--- config.mk ---
export PLATFORM = sky130hd
export DESIGN_NAME = short_io_decoder
export DESIGN_NICKNAME = d
export VERILOG_FILES = /design/src/short_io_pkg.sv /design/src/pin_sync.sv /design/src/short_io_decoder.sv
export VERILOG_INCLUDE_DIRS = /design/src
export SDC_FILE = /design/constraint.sdc
export NUM_CORES = 1
export LEC_CHECK = 0
export BUFFER_PORTS_ARGS = -buffer_cell sky130_fd_sc_hd__buf_2
export CAP_MARGIN = 20
export CORE_UTILIZATION = 57
export CTS_CLUSTER_DIAMETER = 50
export DETAILED_ROUTE_END_ITERATION = 7
export GPL_ROUTABILITY_DRIVEN = 1
export PLACE_DENSITY = 0.88
export SYNTH_ARGS = -nofsm -noshare
export SYNTH_HDL_FRONTEND = slang
export SYNTH_SLANG_ARGS = --single-unit
--- constraint.sdc ---
create_clock -name mclk -period 6.2 [get_ports mclk]
set_clock_uncertainty 0.15 [all_clocks]
set_input_delay 0.62 -clock mclk [delete_from_list [all_inputs] [get_ports mclk]]
set_output_delay 0.62 -clock mclk [all_outputs]
set_load 0.05 [all_outputs]
--- src/short_io_map.svh ---
`ifndef SHORT_IO_MAP_SVH
`define SHORT_IO_MAP_SVH

// ----------------------------------------
// register offsets (byte addresses)
// ----------------------------------------
`define REG_STRAP_REPORT  8'h00
`define REG_STRAP_STATUS  8'h04
`define REG_CONTROL       8'h08
`define REG_HIT_COUNT     8'h0c
`define REG_REJECT_COUNT  8'h10
`define REG_LAST_CYCLE    8'h14

// ----------------------------------------
// fields and reset values
// ----------------------------------------
`define REPORT_FIXED      27'h0000000
`define CONTROL_RESET     1'h1
`define CTRL_ENABLE_BIT   0
`define CTRL_CLEAR_BIT    1
`define STAT_BASE_LSB     0
`define STAT_CLASS_LSB    8
`define STAT_SCAN_LSB     10
`define STAT_TIMER_LSB    17
`define AM_SHORT_SUPER    6'h2d
`define AM_SHORT_NONPRIV  6'h29

`endif

--- src/short_io_pkg.sv ---
package short_io_pkg;

   // ----------------------------------------
   // types
   // ----------------------------------------
   typedef enum logic [1:0] {
      ACC_SUPER   = 2'h0,
      ACC_EITHER  = 2'h1,
      ACC_NONPRIV = 2'h2
   } access_e;

   typedef enum logic [1:0] {
      CYC_IDLE   = 2'h0,
      CYC_SELECT = 2'h1,
      CYC_WAIT   = 2'h3
   } cycle_e;

   typedef struct packed {
      logic [15:1] addr;
      logic [5:0]  am;
      logic        strobe;
   } bus_cycle_s;

   typedef struct packed {
      logic [9:0] base_access;
      logic [6:0] scan_len;
      logic [4:0] report;
      logic [2:0] timer;
   } strap_s;

   typedef struct packed {
      logic [31:0] wdata;
      logic [7:0]  addr;
      logic        wr;
      logic        rd;
   } reg_req_s;

endpackage

--- src/pin_sync.sv ---
`timescale 1ns/1ps
// two-stage synchroniser for pin levels
module pin_sync #(
   parameter int WIDTH = 1
) (
   input  wire logic             mclk,
   input  wire logic             rst,
   input  wire logic [WIDTH-1:0] pin,
   output logic      [WIDTH-1:0] level
);

   logic [WIDTH-1:0] meta;

   // first stage feeds only the second
   always_ff @(posedge mclk) begin
      if (rst) begin
         meta  <= '0;
         level <= '0;
      end else begin
         meta  <= pin;
         level <= meta;
      end
   end

endmodule

--- src/short_io_decoder.sv ---
`timescale 1ns/1ps
`include "short_io_map.svh"

module short_io_decoder (
   input  wire logic                    mclk,
   input  wire logic                    rst,
   // bus cycle pins
   input  wire logic [15:1]             bus_addr,
   input  wire logic [5:0]              bus_am,
   input  wire logic                    bus_strobe_n,
   // strap pins, pulled up, fitted plug reads low
   input  wire logic [9:0]              base_and_access_straps,
   input  wire logic [6:0]              scan_length_straps,
   input  wire logic [4:0]              config_report_straps,
   input  wire logic [2:0]              timer_chain_straps,
   // register port
   input  wire short_io_pkg::reg_req_s  reg_req,
   output logic [31:0]                  reg_rdata,
   // decode results
   output logic                         board_select,
   output logic [6:0]                   reg_word,
   output logic                         select_nonpriv,
   output logic                         class_reject,
   // strap options to scan and timer logic
   output logic [6:0]                   scan_channels,
   output logic                         counter_first_starts_conv,
   output logic                         counter_first_to_second,
   output logic                         counter_second_to_third
);

   // ----------------------------------------
   // pin synchronisation
   // ----------------------------------------
   localparam int PIN_W = 15 + 6 + 1 + 10 + 7 + 5 + 3;

   logic [PIN_W-1:0] pin_level;
   short_io_pkg::bus_cycle_s cyc;
   short_io_pkg::strap_s     straps;

   // straps share the same two-flop path as the bus pins
   pin_sync #(
      .WIDTH (PIN_W)
   ) u_sync (
      .mclk  (mclk),
      .rst   (rst),
      .pin   ({bus_addr, bus_am, ~bus_strobe_n, base_and_access_straps,
               scan_length_straps, config_report_straps, timer_chain_straps}),
      .level (pin_level)
   );

   assign cyc    = pin_level[PIN_W-1 -: 22];
   assign straps = pin_level[24:0];

   // ----------------------------------------
   // strap interpretation
   // ----------------------------------------
   // plug fitted pulls the line low, so the level is the bit value
   wire [7:0] base_bits = straps.base_access[7:0];
   wire       either_fitted  = ~straps.base_access[8];
   wire       nonpriv_fitted = ~straps.base_access[9];

   function automatic short_io_pkg::access_e decode_access(input logic either, input logic nonpriv);
      if (either)
         return short_io_pkg::ACC_EITHER;
      else if (nonpriv)
         return short_io_pkg::ACC_NONPRIV;
      else
         return short_io_pkg::ACC_SUPER;
   endfunction

   short_io_pkg::access_e access_mode;
   assign access_mode = decode_access(either_fitted, nonpriv_fitted);

   // all plugs fitted except scan msb gives base 0, both classes, 64 channels
   wire [6:0] scan_bits = straps.scan_len;
   // a fitted timer plug enables its option
   wire [2:0] timer_en  = ~straps.timer;

   // ----------------------------------------
   // cycle classification
   // ----------------------------------------
   wire am_super   = (cyc.am == `AM_SHORT_SUPER);
   wire am_nonpriv = (cyc.am == `AM_SHORT_NONPRIV);
   wire short_io   = am_super | am_nonpriv;

   function automatic logic class_allowed(input short_io_pkg::access_e mode,
                                          input logic sup, input logic npr);
      unique case (mode)
         short_io_pkg::ACC_EITHER:  return sup | npr;
         short_io_pkg::ACC_NONPRIV: return npr;
         short_io_pkg::ACC_SUPER:   return sup;
         default:                   return 1'b0;
      endcase
   endfunction

   wire base_match = (cyc.addr[15:8] == base_bits);
   wire class_ok   = class_allowed(access_mode, am_super, am_nonpriv);

   logic decode_enable;
   wire  start_cycle = cyc.strobe & decode_enable & short_io & base_match;
   wire  hit         = start_cycle & class_ok;
   wire  miss_class  = start_cycle & ~class_ok;

   // ----------------------------------------
   // cycle state machine
   // ----------------------------------------
   short_io_pkg::cycle_e state;
   short_io_pkg::cycle_e next_state;

   always_comb begin
      next_state = state;
      unique case (state)
         short_io_pkg::CYC_IDLE: begin
            if (hit)
               next_state = short_io_pkg::CYC_SELECT;
            else if (miss_class)
               next_state = short_io_pkg::CYC_WAIT;
         end
         short_io_pkg::CYC_SELECT: begin
            if (!cyc.strobe)
               next_state = short_io_pkg::CYC_IDLE;
         end
         short_io_pkg::CYC_WAIT: begin
            if (!cyc.strobe)
               next_state = short_io_pkg::CYC_IDLE;
         end
         default: next_state = short_io_pkg::CYC_IDLE;
      endcase
   end

   wire idle      = (state == short_io_pkg::CYC_IDLE);
   wire take_hit  = idle & hit;
   wire take_miss = idle & miss_class;

   always_ff @(posedge mclk) begin
      if (rst)
         state <= short_io_pkg::CYC_IDLE;
      else
         state <= next_state;
   end

   // a rejected cycle never raises select, it only pulses the reject flag
   always_ff @(posedge mclk) begin
      if (rst) begin
         board_select   <= 1'b0;
         reg_word       <= 7'h00;
         select_nonpriv <= 1'b0;
         class_reject   <= 1'b0;
      end else begin
         board_select   <= (next_state == short_io_pkg::CYC_SELECT);
         class_reject   <= take_miss;
         if (take_hit) begin
            reg_word       <= cyc.addr[7:1];
            select_nonpriv <= am_nonpriv;
         end
      end
   end

   // ----------------------------------------
   // strap option outputs
   // ----------------------------------------
   always_ff @(posedge mclk) begin
      if (rst) begin
         scan_channels             <= 7'h00;
         counter_first_starts_conv <= 1'b0;
         counter_first_to_second   <= 1'b0;
         counter_second_to_third   <= 1'b0;
      end else begin
         scan_channels             <= scan_bits;
         counter_first_starts_conv <= timer_en[2];
         counter_first_to_second   <= timer_en[1];
         counter_second_to_third   <= timer_en[0];
      end
   end

   // ----------------------------------------
   // register port
   // ----------------------------------------
   logic [15:0] hit_count;
   logic [15:0] reject_count;
   logic [8:0]  last_cycle;

   wire wr_control = reg_req.wr & (reg_req.addr == `REG_CONTROL);
   wire clear_cnt  = wr_control & reg_req.wdata[`CTRL_CLEAR_BIT];

   always_ff @(posedge mclk) begin
      if (rst)
         decode_enable <= `CONTROL_RESET;
      else if (wr_control)
         decode_enable <= reg_req.wdata[`CTRL_ENABLE_BIT];
   end

   // an event in the clearing cycle is kept, so the count restarts at one
   always_ff @(posedge mclk) begin
      if (rst) begin
         hit_count    <= 16'h0000;
         reject_count <= 16'h0000;
      end else begin
         if (clear_cnt)
            hit_count <= {15'h0000, take_hit};
         else if (take_hit)
            hit_count <= hit_count + 16'h0001;
         if (clear_cnt)
            reject_count <= {15'h0000, take_miss};
         else if (take_miss)
            reject_count <= reject_count + 16'h0001;
      end
   end

   always_ff @(posedge mclk) begin
      if (rst)
         last_cycle <= 9'h000;
      else if (take_hit | take_miss)
         last_cycle <= {take_miss, am_nonpriv, cyc.addr[7:1]};
   end

   wire [31:0] report_word = {`REPORT_FIXED, straps.report};

   wire [31:0] status_word = {12'h000, timer_en, scan_bits, access_mode, base_bits};

   logic [31:0] read_mux;
   always_comb begin
      unique case (reg_req.addr)
         `REG_STRAP_REPORT: read_mux = report_word;
         `REG_STRAP_STATUS: read_mux = status_word;
         `REG_CONTROL:      read_mux = {31'h00000000, decode_enable};
         `REG_HIT_COUNT:    read_mux = {16'h0000, hit_count};
         `REG_REJECT_COUNT: read_mux = {16'h0000, reject_count};
         `REG_LAST_CYCLE:   read_mux = {23'h000000, last_cycle};
         default:           read_mux = 32'h00000000;
      endcase
   end

   // data stands only in the cycle after the read strobe
   always_ff @(posedge mclk) begin
      if (rst)
         reg_rdata <= 32'h00000000;
      else if (reg_req.rd)
         reg_rdata <= read_mux;
      else
         reg_rdata <= 32'h00000000;
   end

endmodule

# Yosys cells after proc, flatten, opt, wreduce, memory -nomap -nowiden
# Cells that the tools add are included.
# totals
ff_bits	190
latch_bits	0
mem_bits_rw	0
romBits	0
inputBits	91
elab_cells	68
n_memories	0
# classes
addsub	2
multipliers	0
n_div	0
order_cmp	0
n_eq_ne	13
shifts	0
muxes	12
bitwise	15
n_reduce_logical	8
# ops
operator	count
one-hot mux 20 bit (6 select lines)	1
adder 16 x 1 -> 16 bit (second input constant)	2
equality test 8 x 4 -> 1 bit (second input constant)	2
equality test 8 x 5 -> 1 bit (second input constant)	2
equality test 6 bit (second input constant)	2
two-way mux 2 bit	5
AND 1 bit	9
equality test 8 x 3 -> 1 bit (second input constant)	1
equality test 8 bit	1
zero test 8 bit	1
equality test 2 x 1 -> 1 bit (second input constant)	3
OR reduction 2 bit	3
equality test 2 bit (second input constant)	2
zero test 2 bit	2
two-way mux 1 bit	4
one-hot mux 2 bit (2 select lines)	1
nonzero test 2 bit	2
inverter 1 bit	3
inverter 3 bit	1
one-hot mux 1 bit (3 select lines)	1
OR 1 bit	2

# Longest topological paths before layout
# Gate-level depths: netlist of run 1.
# depth
depth_word	10
mapped_depth	8
mapped_depth_nobuf	6

# Hierarchy
# Synthesis of run 1 repeated with hierarchy kept, for this count alone.
# unflattened
cells_unflattened	660
hier_area_um2	6617.6
# by_module_without_submodules
mod	instances	cells_per_inst	area_per_inst_um2	seq_area_each_um2
short_io_decoder	1	462	4057.6	1681.6
pin_sync	1	198	2560.0	1881.8

# Worst setup path after synthesis of run 1
# OpenSTA, ideal clock, no wires.
# synth_path
path_kind	in2reg
from	input reg_req[7] (netlist bit)
to	register reject_count[1]
setup_ns	0.128
arrival_time_ns	2.129
required_ns	5.922
slack_ns	3.793
cell_stages	6
path_buffers	2
path_cell_list	nor4_1 -> nand3_1 -> nand2b_1 -> buf_2 -> buf_1 -> nor2_1
# synth_between
elab_chain_len	4
# synth_lines
item	line	text
from (decl)	short_io_decoder.sv:17	input wire short_io_pkg::reg_req_s reg_req,
equality test 8 x 4 -> 1 bit	--	
AND 1 bit	short_io_decoder.sv:183	wire wr_control = reg_req.wr & (reg_req.addr == `REG_CONTROL);
AND 1 bit	short_io_decoder.sv:184	wire clear_cnt = wr_control & reg_req.wdata[`CTRL_CLEAR_BIT];
OR reduction 2 bit (no line)	--	
to (signal assigned)	short_io_decoder.sv:204	reject_count <= {15'h0000, take_miss};
to (signal assigned)	short_io_decoder.sv:206	reject_count <= reject_count + 16'h0001;
to (decl)	short_io_decoder.sv:180	logic [15:0] reject_count;
# Every way passes these cells.
# A chain may end at the register's enable or synchronous reset.

# Worst setup path in the final report of run 1
# layout_path
from	register u_sync.level[16]
to	register reject_count[8]
# layout_between
elab_chain_len	4
# layout_lines
item	line	text
from (decl)	pin_sync.sv:9	output logic [WIDTH-1:0] level
from (signal assigned)	pin_sync.sv:21	level <= meta;
equality test 8 bit	short_io_decoder.sv:96	wire base_match = (cyc.addr[15:8] == base_bits);
AND 1 bit	short_io_decoder.sv:100	wire start_cycle = cyc.strobe & decode_enable & short_io & base_match;
AND 1 bit	short_io_decoder.sv:102	wire miss_class = start_cycle & ~class_ok;
AND 1 bit	short_io_decoder.sv:133	wire take_miss = idle & miss_class;
# Every way passes these cells.

==> results.cfg, run 1 <==
[route]
drt-vias-per-instance = 5.38
detail-route-antenna-nets = 0
routedWlPerCell_um = 14.3
first_iter_violations = 331
vias = 4747
firstDrtPassIters = 5
post-route-drc-count = 0
routed_wl_mm = 12.7

[clock_tree]
h-tree-depth = 4
clk_pin_slew_ns = 0.07
cts_made_buffers = 17
cts.path.max_buffers = 2
cts_num_sinks = 178
cts_setup_buffers = 0
cts.repair.resized = 0
cts_tree = built
insertion_delay_ns = 0.55
cts_hold_buffers = 0
root_buffer = clkbuf_8

[synth]
syn_inst = 640
synth_area_leaders = dfxtp_1 56%, nor2b_1 10%, a21oi_1 3.9%, mux2_2 2.8%, nor2_1 2.4%
seq_area_frac_synth_pct = 56.2
yosysWarnings = 0
ys.flop_type = dfxtp_1
async_flop_share_pct = 0
yosysTopAreaCellShare_pct = 56.2
synth_area_um2 = 6340
synth_edf_count = 0
synth.distinct_cells = 42
syn_avg_cell_area_um2 = 9.90
ys_seq_elements = 178
synth_area_leader_cell = dfxtp_1

[sta]
hold_violations = 0
max_clock_freq_mhz = 356
setup_tns_ns = 0
finalSetupViolations = 0
finalMaxSlewViolations = 0
min_period_ns = 2.81
max_slew_margin_pct = 25.5
finalCritPeriodShare_pct = 45.3
rsz0062_at_grt = false
tightest_slew_ns = 1.11

[pwr]
p_total_mw = 2.34
peakVddDrop_uv = 204
p_leak_nw = 2.97
cellPowerDensity_nw_per_um2 = 314

[worst_setup_path]
slowest_stage = or4_1
crit_chain = xnor2_1 -> nand4_1 -> or4_1 -> or4_1 -> a21oi_1
required_ns = 6.53
crit_type = register to register
crit_fanout = 34
cp-end-kind = register
path_common_cell = or4_1
cp_num_buf_inv = 0
critical-path-max-stage-delay_ns = 1.02
arrival_ns = 3.13
startpoint_type = register
crit_family = simple AND/OR/NAND/NOR gates

[floorplan]
die_x_um = 107
start_util_pct = 58.5
die_area_um2 = 11500
die_h_um = 107
core_um2 = 10800
placementRows = 38
ios = 143

[placement]
io_buffers = 100
dp_hpwl_mm = 8.78
gp_congestion = 0.896

[job]
cap_violations = 0

[final_layout]
fill_cells = 832
drive_above_1_share_pct = 20.7
regArea_um2 = 3560
multi_input_area_um2 = 2560
antenna_cells = 0
areaGrowthSynthToFinish_pct = 17.4
nNetsFinal = 823

[outcome]
status = completed

[grt]
grt_max_degree = 95
grt_pass1_wl_mm = 20.6
grt-ovfl-total = 0
grt_pass1_vias = 4533
antenna_found_initial = 0
grt_usage_pct = 23.6

[min_path]
hold_class = input pin to register
[final timing paths]
path                                                   from                            endpoint  slack, ns  depth (start not counted)
worst max-delay path            u_sync.level[16]$_SDFF_PP0_        reject_count[8]$_SDFFE_PP0P_       3.39                          5
worst min-delay path                           bus_strobe_n          u_sync.meta[25]$_SDFF_PP0_       0.07                          2
worst max register to register  u_sync.level[16]$_SDFF_PP0_        reject_count[8]$_SDFFE_PP0P_       3.39                          5
worst min register to register   u_sync.level[0]$_SDFF_PP0_  counter_second_to_third$_SDFF_PP0_       0.27                          1
[power by group]
part	leakage [nW]	switching [mW]	internal, mW
combinational	1.24	0.0653	0.0411
sequential	1.46	0.0114	1.17
clock	0.270	0.452	0.591
[placed cells by master, fill, tap and decap left out, drive strengths merged, types with 14 or more instances in the layout]
master / Yosys / routed
dfxtp: 178 / 178
buf: 19 / 103
nor2b: 102 / 102
a21oi: 49 / 49
nor2: 40 / 40
nand2: 39 / 39
clkbuf: 25 / 20
or3: 18 / 18
o21ai: 17 / 17
mux2: 16 / 16
a22oi: 15 / 15
inv: 10 / 15
nand3: 14 / 14
[cell usage after synthesis (all sizes together) (2+ instances only)]
master	number
xnor2	9
inv	10
mux2i	13
nand4	13
xor2	2
nand3b	2
dfxtp	178
o21ai	17
clkbuf	25
ha	2
a21oi	49
or4	13
and4b	2
buf	19
nor2	40
nand4b	2
nand2b	4
nor2b	102
a22oi	15
and2	3
or3	18
nor4	4
nor3	6
nand3	14
a211oi	2
mux2	16
and3	3
nand2	39
o31ai	9
[per-stage QoR]
step | hold slack [ns] | cell area [um2] | worst slack, ns | cells | util [%]
CTS | 0.0451 | 7430 | 3.41 | 881 | 68.6
detailed placement | 0.253 | 6850 | 2.91 | 849 | 63.2
floorplan | 0.244 | 6380 | 3.79 | 651 | -
finish | 0.0658 | 7440 | 3.39 | 883 | 68.7
global placement | 0.254 | 6850 | 2.96 | 849 | 63.2
global route | 0.0541 | 7440 | 3.22 | 883 | 68.7
[kinds of logic after synthesis]
| kind of cell | synth area share (%) |
|---|---|
| flops | 56.2 |
| buf+inv | 4.09 |
| xor+xnor | 1.52 |
| compound gates | 8.69 |
| fa+ha+maj | 0.395 |
| mux | 5.25 |
| other cells | 0.0592 |
| simple gates | 23.8 |
[flip-flops by register name (all words and copies together), names as in the netlist, 2 cells and up]
name and count:
hit_count 16, last_cycle 9, reg_rdata 20, reg_word 7
reject_count 16, scan_channels 7, state 2, u_sync.level 47
u_sync.meta 47
[area by class of cell]
type                       count  share of cell area [%]
inverter                      10                   0.504
timing repair buffer         104                    7.09
clock buffer                  19                    5.80
sequential                   178                    47.9
multi-input combinational    419                    34.4
tap                          140                    2.35
clock inverter                13                    2.00
[routing by layer]
metal	global-route usage [%]	routed length, um
met3	6.72	605
met1	26.5	5300
met4	12.7	366
met5	0	0
met2	40.6	6390
[worst register-to-register path: stages (launching register included)]
cell and delay, ns:
dfxtp_1 0.37, xnor2_1 0.14, nand4_1 0.22, or4_1 1.02, or4_1 0.68, a21oi_1 0.17
Power figures use the tool's default switching activity.
==> run 2: changes to the inputs <==
CORE_UTILIZATION = 48   (was 57)
PLACE_DENSITY = 0.8   (was 0.88)
clock period = 2.36 ns   (was 6.2 ns; I/O delays follow)
==> results.cfg, run 2 (synthesis gave the netlist of run 1 again) <==
[clock_tree]
clk_pin_slew_ns = 0.07
insertion_delay_ns = 0.43
root_buffer = clkbuf_16
cts_tree = built
cts_made_buffers = 17
cts_num_sinks = 178
h-tree-depth = 4
cts.path.max_buffers = 2

[route]
routedWlPerCell_um = 14.4
routed_wl_mm = 14.2
post-route-drc-count = 0
first_iter_violations = 263
vias = 5020
drt-vias-per-instance = 5.11
firstDrtPassIters = 5
detail-route-antenna-nets = 0

[floorplan]
placementRows = 41
die_x_um = 117
ios = 143
core_um2 = 12700
die_h_um = 117
die_area_um2 = 13700
start_util_pct = 49.8

[final_layout]
reg.largest.list = u_sync.level (47), u_sync.meta (47), reg_rdata (20)
drive_above_1_share_pct = 24.0
instances_no_fill = 983
post-route-util_pct = 64.5
layout_commonest_cell = dfxtp_1
layout_common_cells = 169 x dfxtp_1, 101 x nor2b_1, 100 x buf_2
nNetsFinal = 889
areaGrowthSynthToFinish_pct = 29.5

[placement]
gp_congestion = 0.926
io_buffers = 100
dp_hpwl_mm = 9.28
place_inst = 897

[worst_setup_path]
crit_type = register to register
crit_fanout = 24
arrival_ns = 2.56
critical-path-max-stage-delay_ns = 0.43
startpoint_type = register
cp-end-kind = register
crit_chain = xnor2_1 -> nand4_1 -> buf_4 -> or4_4 -> buf_8 -> buf_4 -> or3_1 -> a21oi_2
required_ns = 2.56
path_common_cell = buf_4
slowest_stage = or4_4

[sta]
setup_ws_ns = -0.00600
finalSetupViolations = 2
hold_violations = 0
setup_tns_ns = -0.00947
max_clock_freq_mhz = 423
finalCritPeriodShare_pct = 100
min_period_ns = 2.37
finalMaxSlewViolations = 0

[pwr]
p_total_mw = 6.19
cellPowerDensity_nw_per_um2 = 754
peakVddDrop_uv = 513
p_leak_nw = 3.29

[job]
cap_violations = 0

[grt]
grt_pass1_wl_mm = 22.1
antenna_found_initial = 1
grt_pass1_vias = 4858
grt_max_degree = 102
grt_usage_pct = 21.5
grt-ovfl-total = 0

[outcome]
violations = setup timing
status = finished with violations

[min_path]
hold_class = input pin to register
run 2: through the flow:
step	hold slack [ns]	setup WS [ns]	instance area, um2
6_report	0.0384	-0.00600	8210
4_1_cts	0.0289	0.00700	8090
2_1_floorplan	0.153	0.132	6380
3_3_place_gp	0.241	0.0740	7020
5_1_grt	0.0442	-0.0932	8210
3_5_place_dp	0.248	0.0364	7020
run 2: critical path: cells and delay by family (launching register included):
kind,cells,cell delay (ns)
xor gates and xnor gates,1,0.17
and+or+nand+nor,3,0.97
DFF,1,0.32
AOI/OAI and AO/OA,1,0.18
buffers and inverters,3,0.50
run 2: area by class of cell:
class | instances | area [um2]
Fill cell | 1040 | 4510
Clock inverter | 15 | 146
Sequential cell | 178 | 3570
Antenna cell | 2 | 5.00
Timing Repair Buffer | 170 | 1170
Multi-Input combinational cell | 419 | 2630
Inverter | 10 | 37.5
Tap cell | 172 | 215
Clock buffer | 17 | 425
run 2: worst paths after layout:
check | slack (ns) | depth (start not counted) | start | endpoint
worst min-delay path | 0.04 | 2 | rst | hit_count[0]$_SDFFE_PP0P_
worst max-delay path | -0.006 | 8 | u_sync.level[39]$_SDFF_PP0_ | reject_count[11]$_SDFFE_PP0P_
worst max register to register | -0.006 | 8 | u_sync.level[39]$_SDFF_PP0_ | reject_count[11]$_SDFFE_PP0P_
worst min register to register | 0.28 | 1 | u_sync.level[1]$_SDFF_PP0_ | counter_first_to_second$_SDFF_PP0_
run 2: timing repair:
item,4_1_cts,5_1_grt
gates cloned,0,1
setup buffers,0,2
setup endpoints to repair,2,21
hold buffers,49,0
endpoints found under the hold margin,52,0
pin swaps,1,3
gates resized for setup,0,26
run 2: where the power goes:
part	leakage, nW	internal, mW	switching [mW]
registers	1.46	3.09	0.0325
clock network	0.275	1.48	1.22
logic	1.55	0.178	0.193
total	3.29	4.74	1.45
run 2: per-layer routing:
metal	track usage, %	vias to the layer above	part of all wire, %
li1	-	2473	-
met1	24.6	2306	41
met2	36.8	205	50
met3	6.02	36	5.9
met4	10.8	0	3.3
met5	0	-	0
==> run 3: changes to the inputs <==
--- a/config.mk
+++ b/config.mk
@@ -18 +18,2 @@
 export SYNTH_SLANG_ARGS = --single-unit
+export TNS_END_PERCENT = 1
--- a/constraint.sdc
+++ b/constraint.sdc
@@ -4,2 +4,2 @@
 set_output_delay 0.236 -clock mclk [all_outputs]
-set_load 0.05 [all_outputs]
+set_load 0.1 [all_outputs]
==> results.cfg, run 3 (synthesis gave the netlist of run 1 again) <==
[outcome]
status = completed

[pwr]
p_total_mw = 6.26
peakVddDrop_uv = 515
cellPowerDensity_nw_per_um2 = 763
p_leak_nw = 3.28

[sta]
finalSetupViolations = 0
rsz0062_at_grt = true
finalCritPeriodShare_pct = 99.5
hold_slack_ns = 0.0407
finalMaxSlewViolations = 0
min_period_ns = 2.35
max_slew_margin_pct = 67.2
hold_violations = 0
tightest_slew_ns = 0.488
max_clock_freq_mhz = 426

[min_path]
hold_class = input pin to register
hp-start = rst
hold_end = hit_count[0]$_SDFFE_PP0P_
whs_path_depth = 2

[worst_setup_path]
cp_num_buf_inv = 2
crit_family = simple AND/OR/NAND/NOR gates
required_ns = 2.56
arrival_ns = 2.55
critical-path-max-stage-delay_ns = 0.59
r2r_start = u_sync.level[44]$_SDFF_PP0_
cp-end-kind = register
reg2reg_depth = 7
crit_fanout = 24
regToRegSetupSlack_ns = 0.01
slowest_stage = or4_4
rr_endpoint = reject_count[11]$_SDFFE_PP0P_
crit_chain = xnor2_2 -> nand4_1 -> or4_4 -> buf_12 -> buf_4 -> or3_1 -> a21oi_2
crit_type = register to register
startpoint_type = register

[final_layout]
fill_cells = 1042
layout_commonest_cell = dfxtp_1
drive_above_1_share_pct = 23.5
layout_common_cells = 173 x dfxtp_1, 102 x nor2b_1, 100 x buf_2
reg.largest.list = u_sync.level (47), u_sync.meta (47), reg_rdata (20)
areaGrowthSynthToFinish_pct = 29.3
nNetsFinal = 888

[route]
firstDrtPassIters = 5
detail-route-antenna-nets = 0
routedWlPerCell_um = 14.4
drt-vias-per-instance = 5.04
post-route-drc-count = 0
vias = 4954
first_iter_violations = 248
routed_wl_mm = 14.2

[grt]
grt_pass1_wl_mm = 22.1
grt-ovfl-total = 0
grt_usage_pct = 21.5
grt_max_degree = 102
grt_pass1_vias = 4858
antenna_found_initial = 1

[floorplan]
ios = 143
core_um2 = 12700
placementRows = 41
start_util_pct = 49.8
die_x_um = 117
die_h_um = 117
die_area_um2 = 13700

[job]
cap_violations = 0

[placement]
dp_hpwl_mm = 9.28
gp_congestion = 0.926
io_buffers = 100

[clock_tree]
h-tree-depth = 4
root_buffer = clkbuf_16
cts_tree = built
clk_pin_slew_ns = 0.07
insertion_delay_ns = 0.43
cts_made_buffers = 17
cts_num_sinks = 178
cts.path.max_buffers = 2
## run 3: worst max path at each step
stage                                 from                            end  slack [ns]  cells past startpoint
6_report       u_sync.level[44]$_SDFF_PP0_  reject_count[11]$_SDFFE_PP0P_        0.01                      7
4_1_cts        u_sync.level[18]$_SDFF_PP0_  reject_count[13]$_SDFFE_PP0P_       0.007                      6
2_1_floorplan  u_sync.level[16]$_SDFF_PP0_  reject_count[13]$_SDFFE_PP0P_        0.13                      7
3_5_place_dp   u_sync.level[18]$_SDFF_PP0_  reject_count[11]$_SDFFE_PP0P_        0.04                      7
3_3_place_gp   u_sync.level[42]$_SDFF_PP0_      hit_count[7]$_SDFFE_PP0P_        0.07                      7
5_1_grt        u_sync.level[39]$_SDFF_PP0_   reject_count[5]$_SDFFE_PP0P_       -0.08                      6
## run 3: layout make-up
type | count | area, um2 | share of cell area (%)
tap | 172 | 215 | 2.63
multi-input combinational | 419 | 2630 | 32.1
inverter | 10 | 37.5 | 0.458
clock inverter | 15 | 146 | 1.79
timing repair buffer | 169 | 1170 | 14.3
sequential | 178 | 3570 | 43.5
clock buffer | 17 | 425 | 5.19
antenna | 2 | 5.00 | 0.0611
## run 3: stage by stage
stage                     util [%]  worst slack, ns  area, um2  instances  setup TNS, ns
after floorplan                  -            0.132       6380        651              0
after global placement        55.2           0.0740       7020        897              0
after detailed placement      55.2           0.0364       7020        897              0
after CTS                     63.6          0.00700       8090        978              0
after global routing          64.4          -0.0798       8200        981         -0.595
final                         64.4           0.0110       8200        982              0
## run 3: where the power goes
group | switching [mW] | total, mW | internal [mW]
combinational | 0.258 | 0.431 | 0.174
clock | 1.23 | 2.71 | 1.48
sequential | 0.0321 | 3.12 | 3.09
total | 1.52 | 6.26 | 4.74
## run 3: per-layer routing
| metal | global-route usage (%) | part of all wire, % |
|---|---|---|
| met2 | 36.8 | 50 |
| met3 | 6.02 | 4.8 |
| met4 | 10.8 | 3.0 |
| met5 | 0 | 0 |
| met1 | 24.6 | 43 |
## run 3: worst reg2reg max path: stages (launching register included)
cell and delay (ns):
dfxtp_1 0.33, xnor2_2 0.16, nand4_1 0.18, or4_4 0.59, buf_12 0.17, buf_4 0.15
or3_1 0.36, a21oi_2 0.18
## run 3: repair_timing
item,in CTS,in global routing
hold buffers,49,0
setup endpoints to repair,2,21
hold endpoints to repair,52,0
cloned,0,1
pin swaps,1,4
setup buffers,0,1
gates resized for setup,0,23
